## src/verilog/smda_pkg.sv

```systemverilog
package smda_pkg;
    // special register locations
    localparam logic [7:0] SMDA_PTR0_LOW_ADDR = 8'h82;
    localparam logic [7:0] SMDA_PTR0_HIGH_ADDR = 8'h83;
    localparam logic [7:0] SMDA_PTR1_LOW_ADDR = 8'h84;
    localparam logic [7:0] SMDA_PTR1_HIGH_ADDR = 8'h85;
    localparam logic [7:0] SMDA_SELECT_ADDR = 8'h86;
    localparam logic [7:0] SMDA_CLOCK_CONTROL_ADDR = 8'h8e;
    // field positions and reset values
    localparam int SMDA_STRETCH_LSB = 0;
    localparam int SMDA_STRETCH_MSB = 2;
    localparam int SMDA_SELECT_BIT = 0;
    localparam logic [2:0] SMDA_STRETCH_RESET = 3'h1;
    localparam logic [15:0] SMDA_PTR_RESET = 16'h0000;
    localparam logic SMDA_SELECT_RESET = 1'b0;
    // timing counts in oscillator clocks
    localparam logic [5:0] SMDA_CLOCKS_PER_MC = 6'h04;
    localparam logic [5:0] SMDA_SETUP_FAST = 6'h01;
    localparam logic [5:0] SMDA_SETUP_SLOW = 6'h02;
    localparam logic [5:0] SMDA_STROBE_FAST = 6'h02;
    localparam logic [5:0] SMDA_HOLD_FAST = 6'h01;
    localparam logic [5:0] SMDA_HOLD_SLOW = 6'h02;
    localparam logic [5:0] SMDA_FETCH_STROBE_FIRST = 6'h01;
    localparam logic [5:0] SMDA_FETCH_STROBE_LAST = 6'h02;
    localparam int SMDA_CAPTURE_DELAY = 3;

    typedef enum logic [2:0] {
        SMDA_IDLE = 3'b000,
        SMDA_FETCH = 3'b001,
        SMDA_SETUP = 3'b011,
        SMDA_STROBE = 3'b010,
        SMDA_HOLD = 3'b110
    } smda_state_t;

    typedef struct packed {
        logic write;
        logic usePointer;
        logic [7:0] workReg;
        logic [7:0] port2Latch;
        logic [7:0] writeData;
    } smda_req_t;

    typedef struct packed {
        logic readN;
        logic writeN;
        logic fetchN;
        logic dataEn;
        logic [15:0] addr;
        logic [7:0] data;
    } smda_bus_t;
endpackage : smda_pkg

```

## src/verilog/smda_core.sv

```systemverilog
`timescale 1ns/1ps
// Notes on behaviour
// every machine cycle is four oscillator clocks and carries one memory access; a stretched data access here takes stretch plus one cycles.
// a data move is one plain fetch access followed by one stretched data access.
// the stretch value 0 to 7 lives in bits 2 to 0 of the clock control register at 8Eh.
// stretch zero gives a two machine cycle data move.
// the data move takes the stretch value plus two machine cycles.
// the strobe is 2 clocks at stretch 0 and four times the stretch value otherwise.
// stretch time goes into the middle of the strobe, which stays one continuous pulse.
// the first stretch step adds one clock of setup before and one of hold after the strobe.
// setup and hold of address and data grow at the first stretch step, not only the pulse.
// after reset the stretch value is one, a three machine cycle data move.
// software may rewrite the stretch value any time and each later move uses it.
// the stretch value never alters the program fetch timing.
// the external memory must finish within the strobe chosen by software.
// register-indirect moves take the low address from the working register and the high from port 2.
// pointer moves take pointer 0 when the select bit is 0 and pointer 1 when it is 1.
// the read strobe only fires on reads and the write strobe only on writes, never both.
module smda_core (
    input wire logic clock,
    input wire logic reset,
    input wire logic sfrWrite,
    input wire logic sfrRead,
    input wire logic [7:0] sfrAddr,
    input wire logic [7:0] sfrWrData,
    output logic [7:0] sfrRdData,
    input wire logic startReq,
    input wire smda_pkg::smda_req_t reqInfo,
    output logic startReady,
    output logic moveDone,
    output logic [7:0] readData,
    output logic readValid,
    input wire logic [7:0] memDataIn,
    output smda_pkg::smda_bus_t memBus
);
    import smda_pkg::*;

    // per-state lengths, decoded for the live and the checking logic
    function automatic logic [5:0] setupLen(input logic [2:0] s);
        setupLen = (s == 3'h0) ? SMDA_SETUP_FAST : SMDA_SETUP_SLOW;
    endfunction : setupLen

    function automatic logic [5:0] strobeLen(input logic [2:0] s);
        strobeLen = (s == 3'h0) ? SMDA_STROBE_FAST : {1'b0, s, 2'b00};
    endfunction : strobeLen

    function automatic logic [5:0] holdLen(input logic [2:0] s);
        holdLen = (s == 3'h0) ? SMDA_HOLD_FAST : SMDA_HOLD_SLOW;
    endfunction : holdLen

    logic [2:0] stretch_reg;
    logic [15:0] ptr0_reg;
    logic [15:0] ptr1_reg;
    logic select_reg;
    logic [7:0] sfrRdData_reg;
    smda_state_t state_reg;
    smda_state_t state_next;
    logic [5:0] cnt_reg;
    logic [5:0] cnt_next;
    logic [2:0] curStretch_reg;
    logic curWrite_reg;
    logic [15:0] addr_reg;
    logic [7:0] wrData_reg;
    smda_bus_t bus_reg;
    smda_bus_t bus_next;
    logic done_reg;
    logic [7:0] sync1_reg;
    logic [7:0] sync2_reg;
    logic [7:0] sync3_reg;
    logic [SMDA_CAPTURE_DELAY-1:0] cap_reg;
    logic [7:0] readData_reg;
    logic readValid_reg;

    // register decode
    wire wrStretch = sfrWrite && (sfrAddr == SMDA_CLOCK_CONTROL_ADDR);
    wire wrP0L = sfrWrite && (sfrAddr == SMDA_PTR0_LOW_ADDR);
    wire wrP0H = sfrWrite && (sfrAddr == SMDA_PTR0_HIGH_ADDR);
    wire wrP1L = sfrWrite && (sfrAddr == SMDA_PTR1_LOW_ADDR);
    wire wrP1H = sfrWrite && (sfrAddr == SMDA_PTR1_HIGH_ADDR);
    wire wrSel = sfrWrite && (sfrAddr == SMDA_SELECT_ADDR);
    wire [7:0] rdMux =
        (sfrAddr == SMDA_CLOCK_CONTROL_ADDR) ? {5'h00, stretch_reg} :
        (sfrAddr == SMDA_PTR0_LOW_ADDR) ? ptr0_reg[7:0] :
        (sfrAddr == SMDA_PTR0_HIGH_ADDR) ? ptr0_reg[15:8] :
        (sfrAddr == SMDA_PTR1_LOW_ADDR) ? ptr1_reg[7:0] :
        (sfrAddr == SMDA_PTR1_HIGH_ADDR) ? ptr1_reg[15:8] :
        (sfrAddr == SMDA_SELECT_ADDR) ? {7'h00, select_reg} : 8'h00;

    // clock control and pointer registers; unused bits read zero
    always_ff @(posedge clock) begin
        if (reset) begin
            stretch_reg <= SMDA_STRETCH_RESET;
            ptr0_reg <= SMDA_PTR_RESET;
            ptr1_reg <= SMDA_PTR_RESET;
            select_reg <= SMDA_SELECT_RESET;
            sfrRdData_reg <= 8'h00;
        end else begin
            if (wrStretch) stretch_reg <= sfrWrData[SMDA_STRETCH_MSB:SMDA_STRETCH_LSB];
            if (wrP0L) ptr0_reg[7:0] <= sfrWrData;
            if (wrP0H) ptr0_reg[15:8] <= sfrWrData;
            if (wrP1L) ptr1_reg[7:0] <= sfrWrData;
            if (wrP1H) ptr1_reg[15:8] <= sfrWrData;
            if (wrSel) select_reg <= sfrWrData[SMDA_SELECT_BIT];
            if (sfrRead) sfrRdData_reg <= rdMux;
        end
    end

    // address source picked when the move is accepted
    wire [15:0] ptrAddr = select_reg ? ptr1_reg : ptr0_reg;
    wire [15:0] regAddr = {reqInfo.port2Latch, reqInfo.workReg};
    wire [15:0] startAddr = reqInfo.usePointer ? ptrAddr : regAddr;
    wire accept = startReq && (state_reg == SMDA_IDLE);

    // length of the current state; fetch ignores the stretch value
    wire [5:0] stateLen =
        (state_reg == SMDA_FETCH) ? SMDA_CLOCKS_PER_MC :
        (state_reg == SMDA_SETUP) ? setupLen(curStretch_reg) :
        (state_reg == SMDA_STROBE) ? strobeLen(curStretch_reg) :
        (state_reg == SMDA_HOLD) ? holdLen(curStretch_reg) : 6'h01;
    wire lastClk = (cnt_reg == stateLen - 6'h01);

    // sequencer: fetch, then setup, one strobe run, hold
    always_comb begin
        state_next = state_reg;
        cnt_next = cnt_reg + 6'h01;
        case (state_reg)
            SMDA_IDLE: begin
                cnt_next = 6'h00;
                if (accept) state_next = SMDA_FETCH;
            end
            SMDA_FETCH: begin
                if (lastClk) state_next = SMDA_SETUP;
            end
            SMDA_SETUP: begin
                if (lastClk) state_next = SMDA_STROBE;
            end
            SMDA_STROBE: begin
                if (lastClk) state_next = SMDA_HOLD;
            end
            SMDA_HOLD: begin
                if (lastClk) state_next = SMDA_IDLE;
            end
            default: begin
                state_next = SMDA_IDLE;
            end
        endcase
        if (state_next != state_reg) cnt_next = 6'h00;
    end

    // pins follow the next state so they line up with state_reg
    wire inStrobe = (state_next == SMDA_STROBE);
    wire inData = (state_next == SMDA_SETUP) || inStrobe || (state_next == SMDA_HOLD);
    wire nxtWrite = accept ? reqInfo.write : curWrite_reg;
    always_comb begin
        bus_next.readN = !(inStrobe && !nxtWrite);
        bus_next.writeN = !(inStrobe && nxtWrite);
        bus_next.fetchN = !((state_next == SMDA_FETCH) && (cnt_next >= SMDA_FETCH_STROBE_FIRST)
            && (cnt_next <= SMDA_FETCH_STROBE_LAST));
        bus_next.dataEn = inData && nxtWrite;
        bus_next.addr = accept ? startAddr : addr_reg;
        bus_next.data = accept ? reqInfo.writeData : wrData_reg;
    end

    always_ff @(posedge clock) begin
        if (reset) begin
            state_reg <= SMDA_IDLE;
            cnt_reg <= 6'h00;
            curStretch_reg <= SMDA_STRETCH_RESET;
            curWrite_reg <= 1'b0;
            addr_reg <= 16'h0000;
            wrData_reg <= 8'h00;
            done_reg <= 1'b0;
        end else begin
            state_reg <= state_next;
            cnt_reg <= cnt_next;
            done_reg <= (state_reg == SMDA_HOLD) && lastClk;
            if (accept) begin
                curStretch_reg <= stretch_reg;
                curWrite_reg <= reqInfo.write;
                addr_reg <= startAddr;
                wrData_reg <= reqInfo.writeData;
            end
        end
    end

    always_ff @(posedge clock) begin
        if (reset) begin
            bus_reg <= '{readN: 1'b1, writeN: 1'b1, fetchN: 1'b1, dataEn: 1'b0, addr: 16'h0000, data: 8'h00};
        end else begin
            bus_reg <= bus_next;
        end
    end

    // read data: three flops deep since the bus is asynchronous to us;
    // the sample is the value present in the strobe's last clock
    wire strobeEnd = (state_reg == SMDA_STROBE) && lastClk && !curWrite_reg;
    always_ff @(posedge clock) begin
        if (reset) begin
            sync1_reg <= 8'h00;
            sync2_reg <= 8'h00;
            sync3_reg <= 8'h00;
            cap_reg <= '0;
            readData_reg <= 8'h00;
            readValid_reg <= 1'b0;
        end else begin
            sync1_reg <= memDataIn;
            sync2_reg <= sync1_reg;
            sync3_reg <= sync2_reg;
            cap_reg <= {cap_reg[SMDA_CAPTURE_DELAY-2:0], strobeEnd};
            readValid_reg <= cap_reg[SMDA_CAPTURE_DELAY-1];
            if (cap_reg[SMDA_CAPTURE_DELAY-1]) readData_reg <= sync3_reg;
        end
    end

    assign sfrRdData = sfrRdData_reg;
    assign startReady = (state_reg == SMDA_IDLE);
    assign moveDone = done_reg;
    assign readData = readData_reg;
    assign readValid = readValid_reg;
    assign memBus = bus_reg;

    // checking helpers: run lengths of the strobe and of the whole move
    logic [5:0] strobeRun_reg;
    logic [5:0] accessRun_reg;
    wire strobeLow = !memBus.readN || !memBus.writeN;
    always_ff @(posedge clock) begin
        if (reset) begin
            strobeRun_reg <= 6'h00;
            accessRun_reg <= 6'h00;
        end else begin
            strobeRun_reg <= strobeLow ? strobeRun_reg + 6'h01 : 6'h00;
            accessRun_reg <= (state_reg != SMDA_IDLE) ? accessRun_reg + 6'h01 : 6'h00;
        end
    end

    property p_one_strobe;
        @(posedge clock) disable iff (reset) !(!memBus.readN && !memBus.writeN);
    endproperty
    a_one_strobe: assert property (p_one_strobe) else $error("both strobes low");

    property p_strobe_kind;
        @(posedge clock) disable iff (reset) strobeLow |-> (memBus.writeN == !curWrite_reg);
    endproperty
    a_strobe_kind: assert property (p_strobe_kind) else $error("wrong strobe for direction");

    property p_strobe_width;
        @(posedge clock) disable iff (reset)
            $fell(strobeLow) |-> (strobeRun_reg == strobeLen(curStretch_reg));
    endproperty
    a_strobe_width: assert property (p_strobe_width) else $error("strobe width wrong");

    property p_total_cycles;
        @(posedge clock) disable iff (reset)
            moveDone |-> (accessRun_reg == ({3'h0, curStretch_reg} + 6'h02) * SMDA_CLOCKS_PER_MC);
    endproperty
    a_total_cycles: assert property (p_total_cycles) else $error("move length wrong");

    property p_setup_before;
        @(posedge clock) disable iff (reset)
            $rose(state_reg == SMDA_STROBE) |-> ($past(cnt_reg) == setupLen(curStretch_reg) - 6'h01);
    endproperty
    a_setup_before: assert property (p_setup_before) else $error("setup length wrong");

    property p_hold_after;
        @(posedge clock) disable iff (reset)
            ($fell(strobeLow) && curWrite_reg) |-> memBus.dataEn ##1 (memBus.dataEn == (curStretch_reg != 3'h0));
    endproperty
    a_hold_after: assert property (p_hold_after) else $error("data hold wrong");

    property p_addr_steady;
        @(posedge clock) disable iff (reset)
            (strobeLow && $past(strobeLow)) |-> $stable(memBus.addr);
    endproperty
    a_addr_steady: assert property (p_addr_steady) else $error("address moved in strobe");

    property p_fetch_fixed;
        @(posedge clock) disable iff (reset)
            accept |=> (state_reg == SMDA_FETCH)[*4] ##1 (state_reg == SMDA_SETUP);
    endproperty
    a_fetch_fixed: assert property (p_fetch_fixed) else $error("fetch not one machine cycle");

    property p_reset_default;
        @(posedge clock) reset |=> (stretch_reg == 3'h1);
    endproperty
    a_reset_default: assert property (p_reset_default) else $error("stretch reset not one");

    property p_stretch_write;
        @(posedge clock) disable iff (reset)
            wrStretch |=> (stretch_reg == $past(sfrWrData[2:0]));
    endproperty
    a_stretch_write: assert property (p_stretch_write) else $error("stretch write lost");

    property p_pointer_pick;
        @(posedge clock) disable iff (reset)
            (accept && reqInfo.usePointer) |=> (memBus.addr == ($past(select_reg) ? $past(ptr1_reg) : $past(ptr0_reg)));
    endproperty
    a_pointer_pick: assert property (p_pointer_pick) else $error("wrong pointer used");

    property p_indirect_addr;
        @(posedge clock) disable iff (reset)
            (accept && !reqInfo.usePointer) |=> (memBus.addr == $past(regAddr));
    endproperty
    a_indirect_addr: assert property (p_indirect_addr) else $error("indirect address wrong");
endmodule : smda_core

```

## config.mk

```make
export PLATFORM = sky130hd
export DESIGN_NAME = smda_core
export DESIGN_NICKNAME = d
export VERILOG_FILES = /design/src/verilog/smda_pkg.sv /design/src/verilog/smda_core.sv
export SDC_FILE = /design/constraint.sdc
export NUM_CORES = 1
export LEC_CHECK = 0
export BUFFER_PORTS_ARGS = -buffer_cell sky130_fd_sc_hd__buf_2
export CORE_ASPECT_RATIO = 1.1
export CORE_MARGIN = 2
export CORE_UTILIZATION = 59
export DETAILED_ROUTE_END_ITERATION = 10
export PLACE_DENSITY = 0.83
export SLEW_MARGIN = 15
export SYNTH_ARGS = -nofsm -noshare
export SYNTH_HDL_FRONTEND = slang
export SYNTH_SLANG_ARGS = --single-unit
```

## constraint.sdc

```tcl
create_clock -name clock -period 6.75 [get_ports clock]
set_clock_uncertainty 0.05 [all_clocks]
set_input_delay 0.3375 -clock clock [delete_from_list [all_inputs] [get_ports clock]]
set_output_delay 0.3375 -clock clock [all_outputs]
set_load 0.02 [all_outputs]
```

* Word level (Yosys, flattened, before mapping)
Index checks and enable logic that the tools add are counted.
** Cells by class
- Reductions and logical operators :: 24
- Magnitude comparators :: 2
- Add/subtract/negate cells :: 2
- Equal/unequal tests :: 16
- Mux-type cells :: 25
** Operators with widths (number)
- == test 8 bit (second input constant) :: 6
- 2-to-1 mux 16 bit :: 3
- 2-to-1 mux 8 bit :: 6
- 2-to-1 mux 5 bit :: 4
- logical AND 1 bit :: 15
- 2-to-1 mux 3 bit :: 5
- case mux 3 bit (5 select lines) :: 1
- == test 3 x 2 -> 1 bit (second input constant) :: 4
- 2-to-1 mux 6 bit :: 2
- adder 6 x 1 -> 6 bit (second input constant) :: 1
- == test 3 x 1 -> 1 bit (second input constant) :: 2
- == test 3 bit (second input constant) :: 2
- == test 6 bit :: 1
- >= comparator 6 x 1 -> 1 bit (second input constant) :: 1
- <= comparator 6 x 2 -> 1 bit (second input constant) :: 1
- zero test 3 bit :: 2
- subtractor 5 x 1 -> 6 bit (second input constant) :: 1
- zero test 1 bit :: 5
- 2-to-1 mux 2 bit :: 2
- inequality test 3 bit :: 1
- logical OR 1 bit :: 2
- 2-to-1 mux 1 bit :: 2
** Word-level totals
- Output and inout port bits :: 47
- Word-level logic and storage cells :: 93
- Flip-flop bits (word level) :: 122
- Bits of input ports :: 55

* Depth between registers and ports, before layout
Gate-level depths: netlist (run 1).
- Depth after elaboration :: 16
- Depth in mapped cells :: 11
- Gate-level depth less buffers :: 9

* Worst setup path after synthesis (run 1)
Ideal clock, no wire load.
- Kind :: register to register
- From :: register curStretch_reg[0]
- To :: register bus_reg (netlist bit memBus[26])
- Path slack :: 4.438 ns
- Path buffers :: 0
- Library setup time :: 0.127 ns
- Arrival time :: 2.135 ns
- Clock period less this slack :: 2.312 ns
- Stages on the path, launching flop included :: 9
- Required time :: 6.573 ns
- Cells stage by stage :: dfxtp_1 or3_1 o22a_1 ha_1 xor2_1 xnor2_1 nand4_2 o21ai_0 or3b_1
** Between the ends
- Longest elaborated chain between the ends :: 13
- Elaborated cells between the ends (all ways) :: 17
- Those cells by class :: 1 x add/sub; 2 x eq/ne; 11 x mux; 3 x reduce/logical
** RTL lines
- start: declaration :: line smda_core.sv:60 : logic [2:0] curStretch_reg;
- start signal: assignment :: line smda_core.sv:178 : curStretch_reg <= stretch_reg;
- zero test 3 bit :: line smda_core.sv:40, smda_core.sv:44, smda_core.sv:48
- 2-to-1 mux 2 bit :: line smda_core.sv:40, smda_core.sv:48
- 2-to-1 mux 2 bit :: line smda_core.sv:119 : (state_reg == SMDA_HOLD) ? holdLen(curStretch_reg) : 6'h01;
- 2-to-1 mux 5 bit :: line smda_core.sv:118 : (state_reg == SMDA_STROBE) ? strobeLen(curStretch_reg) :
- 2-to-1 mux 5 bit (*) :: line smda_core.sv:117 : (state_reg == SMDA_SETUP) ? setupLen(curStretch_reg) :
- 2-to-1 mux 5 bit (*) :: line smda_core.sv:116 : (state_reg == SMDA_FETCH) ? SMDA_CLOCKS_PER_MC :
- subtractor 5 x 1 -> 6 bit (*) :: line smda_core.sv:120 : wire lastClk = (cnt_reg == stateLen - 6'h01);
- == test 6 bit (*) :: line smda_core.sv:120
- 2-to-1 mux 3 bit (on tied branches)
- case mux 3 bit (5 select lines) (*) :: line smda_core.sv:126 : case (state_reg)
- == test 3 x 2 -> 1 bit (*) :: line smda_core.sv:151 : wire inStrobe = (state_next == SMDA_STROBE);
- logical AND 1 bit (*) :: line smda_core.sv:156 : bus_next.writeN = !(inStrobe && nxtWrite);
- zero test 1 bit (*) :: line smda_core.sv:156
- end signal: assignment :: line smda_core.sv:188 : bus_reg <= '{readN: 1'b1, writeN: 1'b1, fetchN: 1'b1, dataEn: 1'b0, addr: 16'h0000, data: 8'h00};
- end signal: assignment :: line smda_core.sv:190 : bus_reg <= bus_next;
- end: declaration :: line smda_core.sv:64 : smda_bus_t bus_reg;
Mark *: on every way between the ends. The rest lies on a longest branch, timed or not.
A chain may end at the register's enable or synchronous reset.

* Worst setup path after layout (run 1)
- From :: register state_reg[2]
- To :: register cap_reg[0]
** Between the ends
- Longest elaborated chain between the ends :: 9
- Elaborated cells between the ends (all ways) :: 12
- Those cells by class :: 1 x add/sub; 5 x eq/ne; 4 x mux; 2 x reduce/logical
** RTL lines
- start: declaration :: line smda_core.sv:56 : smda_state_t state_reg;
- start signal: assignment :: line smda_core.sv:174 : state_reg <= state_next;
- == test 3 bit :: line smda_core.sv:119
- 2-to-1 mux 2 bit :: line smda_core.sv:119
- 2-to-1 mux 5 bit :: line smda_core.sv:118
- 2-to-1 mux 5 bit :: line smda_core.sv:117
- 2-to-1 mux 5 bit :: line smda_core.sv:116
- subtractor 5 x 1 -> 6 bit :: line smda_core.sv:120
- == test 6 bit :: line smda_core.sv:120
- logical AND 1 bit (*) (2 in a row) :: line smda_core.sv:196 : wire strobeEnd = (state_reg == SMDA_STROBE) && lastClk && !curWrite_reg;
- end signal: assignment :: line smda_core.sv:209 : cap_reg <= {cap_reg[SMDA_CAPTURE_DELAY-2:0], strobeEnd};
- end: declaration :: line smda_core.sv:70 : logic [SMDA_CAPTURE_DELAY-1:0] cap_reg;
Marked as above.

==> impl_metrics.tcl, run 1 <==
set metrics [dict create \
    status "finished, final reports clean" \
    rsz0062_at_grt "no" \
    synthArstFlopShare_pct 0 \
    antenna_cells 0 \
    final_nets 712 \
    n_fill_cell 608 \
    setup_viol 0 \
    cts_setup_buffers 0 \
    synth_top_cell_area_share_pct 47.7 \
    synth.most_common_cell "dfxtp_1" \
    area_growth_pct 23.8 \
    grt_max_degree 78 \
    row_count 35 \
    clkTransAtPathRegs_ns 0.06 \
    initial_core_util_pct 60.9 \
    io_pins 102 \
    synth-seq-area-share_pct 47.7 \
    hold_viol_final 0 \
    synth_area_um2 5120 \
    cts_hold_buffers 14 \
    arrival_ns 3.51 \
    ys.flop_type "dfxtp_1" \
    worst_pin_slew_ns 1.08 \
    ir_worst_vdd_v 0.000276 \
    cp.required_ns 7.12 \
    synth_cell_types 54 \
    antenna_found_initial 0 \
    drt-total-wl_mm 12.3 \
    dp_hpwl_mm 8.03 \
    synthCells 555 \
    core_um2 8410 \
    clockBufferDepth 2 \
    grt_pass1_wl_mm 19.6 \
    design_power_total_uw 2070 \
    cts_max_level 4 \
    area.sequential_um2 2440 \
    drc_errors 0 \
    post-route-period-util_pct 46.5 \
    drt.antenna.violating_nets 0 \
    maxCapViolCount 0 \
    grt_use_total_pct 26.5 \
    ys_seq_elements 122 \
    grt-ovfl-total 0 \
    drv_slew 0 \
    worstSkewPairLatency_ns 0.52 \
    ys_top_cells_by_area "dfxtp_1 48%, mux2i_1 13%, nand2_1 6.2%" \
    p_leak_uw 0.00262 \
    layout-drive-gt1-share_pct 22.0 \
    crit_path_end_kind "flop" \
    period_needed_ns 3.14 \
    port_buffers 101 \
    cts_tree "built" \
    tns_ns 0 \
    post_cts_resized 0 \
    cts_num_sinks 122 \
    syn-num-nets 612 \
    dieArea_um2 9430 \
    routedWlPerCell_um 15.8 \
    crit_type "flop to flop" \
    yosys_warnings 0 \
    cp_max_fo 15 \
    startpoint_type "flop" \
    cts-root-buf "clkbuf_8" \
    via_per_inst 5.59 \
    multi_input_area_um2 2500 \
    hold_path.class "input pin to flop" \
    first_pass_iters 4 \
    largest_reg_flops 28 \
    synth_edf_count 0 \
    yosysTopAreaCell "dfxtp_1" \
    die_h_um 102 \
    grt_pass1_vias 4062 \
    cts_buffers 17 \
    p_per_area_nw_per_um2 326 \
    worst_slew_margin_rel_pct 28.2 \
    fmax_ghz 0.318 \
    drtIter0Drc 283 \
    finalWeightedCongestion 0.937 \
    via_count 4357 \
    die_w_um 92.8 \
    avgSynthCellArea_um2 9.22 \
    yosys-top-cells-count "122 x dfxtp_1, 84 x nand2_1, 67 x mux2i_1, 58 x nor2_1, 43 x a21oi_1" \
]
[final timing paths]
path,startpoint,endpoint,slack [ns],depth (start not counted)
worst min-delay path,reqInfo[6],memBus[6],0.02,3
worst min register to register,sync2_reg[0],sync3_reg[0],0.38,1
worst max-delay path,state_reg[2],cap_reg[0],3.61,8
worst max register to register,state_reg[2],cap_reg[0],3.61,8
[layout by cell type, fill, tap and decap left out, types with 3 or more instances in the layout]
cell / synthesis / layout
buf_2: 7 / 100
o21ai_0: 6 / 6
nor2b_1: 32 / 32
nor3b_1: 3 / 3
dlygate4sd3_1: 0 / 15
clkinv_4: 0 / 4
nand2_1: 84 / 84
xnor2_1: 7 / 7
mux2i_1: 67 / 67
xor2_1: 6 / 6
mux2_2: 3 / 3
a21oi_1: 43 / 43
nor3_1: 3 / 3
dfxtp_1: 122 / 122
o211ai_1: 18 / 18
clkbuf_16: 0 / 16
nor2_1: 58 / 58
inv_1: 3 / 3
nand3b_1: 3 / 3
o22ai_1: 6 / 6
inv_6: 0 / 4
nor4_1: 6 / 6
nand3_1: 7 / 7
a22oi_1: 3 / 3
nand2b_1: 4 / 4
[metal layers]
metal	track usage, %	part of all wire, %
met4	12.7	2.2
met2	44.2	49
met5	0	0
met1	32.9	43
met3	5.65	5.9
[through the flow]
stage,instance area (um2),setup slack (ns),utilization [%],hold WS [ns],instances
final,6340,3.61,75.4,0.0191,779
after global routing,6340,3.33,75.4,0.0187,779
after CTS,6330,3.64,75.2,0.0000565,778
after detailed placement,5610,3.71,66.7,0.370,732
after global placement,5610,3.80,66.7,0.365,732
after floorplan,5120,4.44,-,0.364,555
[final cells by class]
type                            count  share of cell area, %
Tap cell                          111                   2.19
Clock buffer                       17                   6.54
Timing Repair Buffer              117                   10.5
Sequential cell                   122                   38.5
Clock inverter                     15                   2.63
Inverter                            3                  0.178
Multi-Input combinational cell    394                   39.4
[power by group]
group / internal, uW / switching, uW
clock network: 532 / 342
logic: 147 / 250
registers: 760 / 37.1
[worst max-delay path, stage by stage (launching register included)]
cell     delay [ns]
dfxtp_1        0.61
and2b_1        0.30
o22a_1         0.27
ha_1           0.26
xor2_1         0.16
xnor2_1        0.25
nand4_2        0.20
nor2_1         0.65
nor4b_1        0.29
[kinds of logic (layout without fill, tap and decap cells)]
| group | after synthesis | in the layout | synth area share [%] |
|---|---|---|---|
| flip-flops | 122 | 122 | 47.7 |
| buffers and inverters | 39 | 152 | 3.47 |
| AND/OR/NAND/NOR | 222 | 222 | 21.7 |
| XOR/XNOR | 14 | 14 | 2.54 |
| multiplexers | 70 | 70 | 13.8 |
| adder cells (fa/ha/maj) | 2 | 2 | 0.489 |
| AO/OA/AOI/OAI | 86 | 86 | 10.3 |
Note: power is estimated with default switching activity, not from simulation.
==> run 2: changes to the inputs <==
ABC_AREA = 1   (was unset)
CORE_UTILIZATION = 49   (was 59)
PLACE_DENSITY = 0.73   (was 0.83)
clock period = 2.55 ns   (was 6.75 ns; I/O delays follow)
==> impl_metrics.tcl, run 2 <==
set metrics [dict create \
    finalInstanceArea_um2 6800 \
    synthArstFlopShare_pct 0 \
    grt_pass1_wl_mm 22.9 \
    maxCapViolCount 0 \
    area.sequential_um2 2440 \
    yosys-top-cells-count "122 x dfxtp_1, 105 x nand2_1, 102 x a21oi_1, 78 x inv_1, 72 x o21ai_0" \
    die_h_um 111 \
    core_um2 10200 \
    ys.flop_type "dfxtp_1" \
    grt_max_degree 67 \
    io_pins 102 \
    cp.required_ns 2.79 \
    avgSynthCellArea_um2 7.49 \
    clkTransAtPathRegs_ns 0.06 \
    ys_top_cells_by_area "dfxtp_1 48%, a21oi_1 10%, nand2_1 7.7%" \
    dpl_cell_area_um2 5750 \
    hold_path.class "input pin to flop" \
    drv_slew 0 \
    hold_path_startpoint "sfrRead" \
    worst_slew_margin_rel_pct 53.5 \
    drt.antenna.violating_nets 0 \
    crit_buf_inv 3 \
    p_leak_uw 0.00295 \
    via_count 5119 \
    grt-ovfl-total 0 \
    grt_use_total_pct 25.8 \
    final_common_cell "dfxtp_1" \
    drc_errors 0 \
    finalWeightedCongestion 0.879 \
    worst_pin_slew_ns 0.698 \
    p_per_area_nw_per_um2 912 \
    setup_viol 0 \
    status "finished, final reports clean" \
    layout-drive-gt1-share_pct 22.6 \
    cts_max_level 4 \
    crit_type "flop to flop" \
    antenna_cells 0 \
    ys_seq_elements 122 \
    multi_input_area_um2 2250 \
    synthCells 681 \
    post-route-period-util_pct 93.2 \
    n_fill_cell 878 \
    via_per_inst 5.33 \
    synth_cell_types 34 \
    path_cells "inv_1 > a21oi_2 > nand4_1 > ha_2 > xor2_1 > nand3_2 > nor2_4 > nand2_2 > nand2_1 > nand2_1 > nand2_2 > inv_2 > nor2_1 > nand2_1 > inv_2 > nand3_2" \
    synth_edf_count 0 \
    r2r_start "state_reg[1]" \
    yosysTopAreaCell "dfxtp_1" \
    area_growth_pct 33.3 \
    cp_max_fo 5 \
    dieArea_um2 11200 \
    ir_worst_vdd_v 0.000511 \
    row_count 39 \
    startpoint "state_reg[1]" \
    hold_viol_final 0 \
    antenna_found_initial 0 \
    arrival_ns 2.61 \
    hold_slack_ns 0.0405 \
    drtIter0Drc 280 \
    routedWlPerCell_um 14.6 \
    first_pass_iters 6 \
    cp_common_cell "nand2_1" \
    die_w_um 101 \
    largest_reg_flops 28 \
    synth.most_common_cell "dfxtp_1" \
    syn-num-nets 738 \
    drt-total-wl_mm 14.0 \
    synth_top_cell_area_share_pct 47.9 \
    startpoint_type "flop" \
    layout_common_cells "120 x dfxtp_1, 104 x nand2_1, 101 x a21oi_1, 101 x buf_2, 78 x inv_1" \
    cts_tree "built" \
    clockBufferDepth 2 \
    period_needed_ns 2.38 \
    cts_num_sinks 122 \
    synth-seq-area-share_pct 47.9 \
    critical_path.top_delay_family "simple AND/OR/NAND/NOR gates" \
    crit_path_end_kind "flop" \
    grt_pass1_vias 4918 \
    yosys_warnings 0 \
    synth_area_um2 5100 \
    initial_core_util_pct 49.8 \
    cts_buffers 17 \
    final_nets 882 \
    dp_hpwl_mm 9.36 \
    worstSkewPairLatency_ns 0.41 \
    port_buffers 101 \
    fmax_ghz 0.421 \
    cp_slowest_stage_delay_ns 0.34 \
    cts-root-buf "clkbuf_16" \
    rrSetupSlack_ns 0.17 \
    crit_slowest_cell "dfxtp_1" \
]
run 2: changes by cell type after synthesis, sizes merged, moves of 22 or more:
cell / previous run / this run
inv: 3 / 83
o21ai: 7 / 72
nand2: 84 / 117
nand3: 7 / 29
a21oi: 43 / 102
mux2i: 67 / 1
nor2b: 34 / 0
run 2: per-layer routing:
| layer | share of wire, % | routed length (um) | vias to the layer above | GRT usage (%) |
|---|---|---|---|---|
| met5 | 0 | 0 | - | 0 |
| met4 | 2.8 | 392 | 0 | 10.9 |
| met3 | 5.9 | 820 | 37 | 6.12 |
| met2 | 49 | 6810 | 183 | 42.2 |
| met1 | 43 | 5970 | 2366 | 32.2 |
| li1 | - | - | 2533 | - |
run 2: path summary, 6_finish.rpt:
| check | to | depth (start not counted) |
|---|---|---|
| max | memBus[25] | 16 |
| max reg2reg | memBus[25] | 16 |
| min reg2reg | sync2_reg[7] | 2 |
| min | sfrRdData[3] | 3 |
run 2: kinds of logic (layout without fill, tap and decap cells):
family / count (synthesis) / count (layout) / share of synthesized area (%)
xor+xnor: 5 / 5 / 0.859
mux: 1 / 1 / 0.196
compound gates: 191 / 191 / 19.7
simple gates: 246 / 246 / 22.4
fa+ha+maj: 2 / 2 / 0.491
flops: 122 / 122 / 47.9
buf+inv: 114 / 271 / 8.52
run 2: layout make-up:
class	instances	area share, %
Clock buffer	17	6.26
Clock inverter	15	2.61
Inverter	84	4.71
Multi-Input combinational cell	445	33.1
Sequential cell	122	36.0
Tap cell	123	2.26
Timing Repair Buffer	155	15.1
run 2: stage by stage:
stage | TNS (ns) | total power, uW | setup slack [ns] | std cells | utilization [%]
final | 0 | 6200 | 0.175 | 961 | 66.3
after detailed placement | 0 | 3690 | 0.122 | 888 | 56.1
after global placement | 0 | 3660 | 0.191 | 888 | 56.1
after CTS | 0 | 6160 | 0.0861 | 961 | 66.0
after global routing | -0.0515 | 6530 | -0.0292 | 961 | 66.3
after floorplan | 0 | 3290 | 0.280 | 681 | -
run 2: worst reg2reg max path: stages, from the launching register on:
cell	delay, ns
dfxtp_1	0.34
inv_1	0.13
a21oi_2	0.19
nand4_1	0.14
ha_2	0.34
xor2_1	0.21
nand3_2	0.13
nor2_4	0.14
nand2_2	0.07
nand2_1	0.06
nand2_1	0.06
nand2_2	0.10
inv_2	0.03
nor2_1	0.09
nand2_1	0.07
inv_2	0.05
nand3_2	0.06
run 2: repair_timing:
action	CTS	global route
hold endpoints to repair	50	0
setup buffers	0	0
endpoints found under the setup margin	0	11
hold buffers	41	0
gates resized for setup	0	10
run 2: power breakdown:
| group | switching, uW | leakage [uW] | internal (uW) |
|---|---|---|---|
| clock network | 941 | 0.000294 | 1480 |
| logic | 1060 | 0.00166 | 560 |
| registers | 93.6 | 0.000994 | 2060 |
==> run 3: changes to the inputs <==
CORE_UTILIZATION = 55   (was 49)
PLACE_DENSITY = 0.78   (was 0.73)
clock period = 2.65 ns   (was 2.55 ns; I/O delays follow)
==> impl_metrics.tcl, run 3 (same netlist as run 2, synthesis figures left out) <==
set metrics [dict create \
    core_um2 8920 \
    crit_type "flop to flop" \
    final_common_cell "dfxtp_1" \
    wl_met3_mm 1.21 \
    first_pass_iters 5 \
    crit_buf_inv 1 \
    p_leak_uw 0.00293 \
    worstSkewPairLatency_ns 0.52 \
    cts_setup_buffers 0 \
    hold_path.class "input pin to flop" \
    min_to "sfrRdData[1]" \
    cts-root-buf "clkbuf_8" \
    final_nets 882 \
    cts_buffers 17 \
    grt_pass1_vias 5100 \
    largest_reg_flops 28 \
    cp_slowest_stage_delay_ns 0.34 \
    drt-total-wl_mm 14.8 \
    io_pins 102 \
    routedWlPerCell_um 15.5 \
    critical_path.top_delay_family "simple AND/OR/NAND/NOR gates" \
    setup_viol 0 \
    row_count 36 \
    die_w_um 95.8 \
    worst_pin_slew_ns 0.710 \
    hold_viol_final 0 \
    r2r_start "state_reg[1]" \
    ir_worst_vdd_v 0.000628 \
    antenna_found_initial 0 \
    maxUsedRoutingLayer "met4" \
    grt_pass1_wl_mm 23.8 \
    cp_max_fo 5 \
    grt-ovfl-total 0 \
    startpoint_type "flop" \
    drc_errors 0 \
    fmax_ghz 0.410 \
    layout_common_cells "120 x dfxtp_1, 105 x nand2_1, 102 x a21oi_1, 101 x buf_2, 78 x inv_1" \
    via_per_inst 5.45 \
    path_cells "inv_1 > a21oi_1 > nand4_1 > ha_2 > xnor2_2 > nand3_1 > nand2_1 > nand2_1 > nor2_1 > nand3_1 > nand2_1 > nand2_1 > nor3_2 > nand3_1" \
    dp_hpwl_mm 9.37 \
    hold_depth 5 \
    r2r_cells 14 \
    worst_slew_margin_rel_pct 52.7 \
    dieArea_um2 10100 \
    finalInstanceArea_um2 6750 \
    met1Wirelength_mm 6.04 \
    maxCapViolCount 0 \
    drt.antenna.violating_nets 0 \
    post-route-period-util_pct 92.1 \
    drv_slew 0 \
    crit_path_end_kind "flop" \
    crit_slowest_cell "dfxtp_1" \
    via_count 5191 \
    drtIter0Drc 411 \
    antenna_cells 0 \
    cts_num_sinks 122 \
    area_growth_pct 32.5 \
    wl_met2_mm 7.19 \
    rrSetupSlack_ns 0.21 \
    port_buffers 101 \
    grt_max_degree 67 \
    die_h_um 105 \
    p_per_area_nw_per_um2 875 \
    cp.required_ns 2.98 \
    period_needed_ns 2.44 \
    finalWeightedCongestion 0.972 \
    cts_max_level 4 \
    hold_path_startpoint "sfrAddr[3]" \
    tns_ns 0 \
    arrival_ns 2.78 \
    layout-drive-gt1-share_pct 21.5 \
    clkTransAtPathRegs_ns 0.06 \
    cp_common_cell "nand2_1" \
    cts_tree "built" \
    dpl_cell_area_um2 5710 \
    setup_slack_ns 0.209 \
    clockBufferDepth 2 \
    initial_core_util_pct 57.2 \
    reg2reg_to "memBus[27]" \
    pre_cts_slack_ns 0.0429 \
    grt_use_total_pct 30.5 \
    hold_slack_ns 0.0200 \
    status "finished, final reports clean" \
]
[run 3: cell type report]
class / count / area [um2]
inverter: 84 / 320
timing repair buffer: 155 / 1020
sequential: 122 / 2450
multi-input combinational: 445 / 2240
clock buffer: 20 / 435
clock inverter: 12 / 148
fill: 641 / 2160
tap: 114 / 143
[run 3: where the power goes]
| group | internal (uW) | leakage (uW) | switching [uW] |
|---|---|---|---|
| clock | 1450 | 0.000285 | 813 |
| sequential | 1990 | 0.000994 | 102 |
| combinational | 535 | 0.00165 | 1020 |
| total | 3970 | 0.00293 | 1940 |
[run 3: worst min-delay path: cells and delay by family]
kind / cells / cell delay [ns]
AO/OA/AOI/OAI: 1 / 0.07
AND/OR/NAND/NOR: 2 / 0.17
buffers and inverters: 2 / 0.17
[run 3: repair_timing]
item | in CTS | in global routing
hold buffers | 44 | 0
setup endpoints to repair | 0 | 11
endpoints found under the hold margin | 75 | 0
resized for setup | 0 | 7
[run 3: layer usage]
metal | vias up | global-route usage, %
met1 | 2369 | 37.4
met5 | - | 0
met3 | 30 | 7.28
met4 | 0 | 11.5
met2 | 254 | 51.1
li1 | 2538 | -
[run 3: worst max path at each step]
stage / start / to / slack (ns) / cells after the start
3_5_place_dp: state_reg[2] / memBus[27] / 0.04 / 16
2_1_floorplan: state_reg[1] / memBus[25] / 0.38 / 17
6_report: state_reg[1] / memBus[27] / 0.21 / 14
5_1_grt: state_reg[1] / memBus[25] / -0.005 / 18
3_3_place_gp: state_reg[2] / memBus[27] / 0.14 / 16
4_1_cts: state_reg[2] / memBus[27] / 0.02 / 16
[run 3: through the flow]
step	total power, uW	cells	utilization [%]
3_3_place_gp	3540	876	64.0
4_1_cts	5880	952	75.4
6_report	5910	952	75.7
3_5_place_dp	3580	876	64.0
5_1_grt	6220	952	75.7
2_1_floorplan	3160	681	-
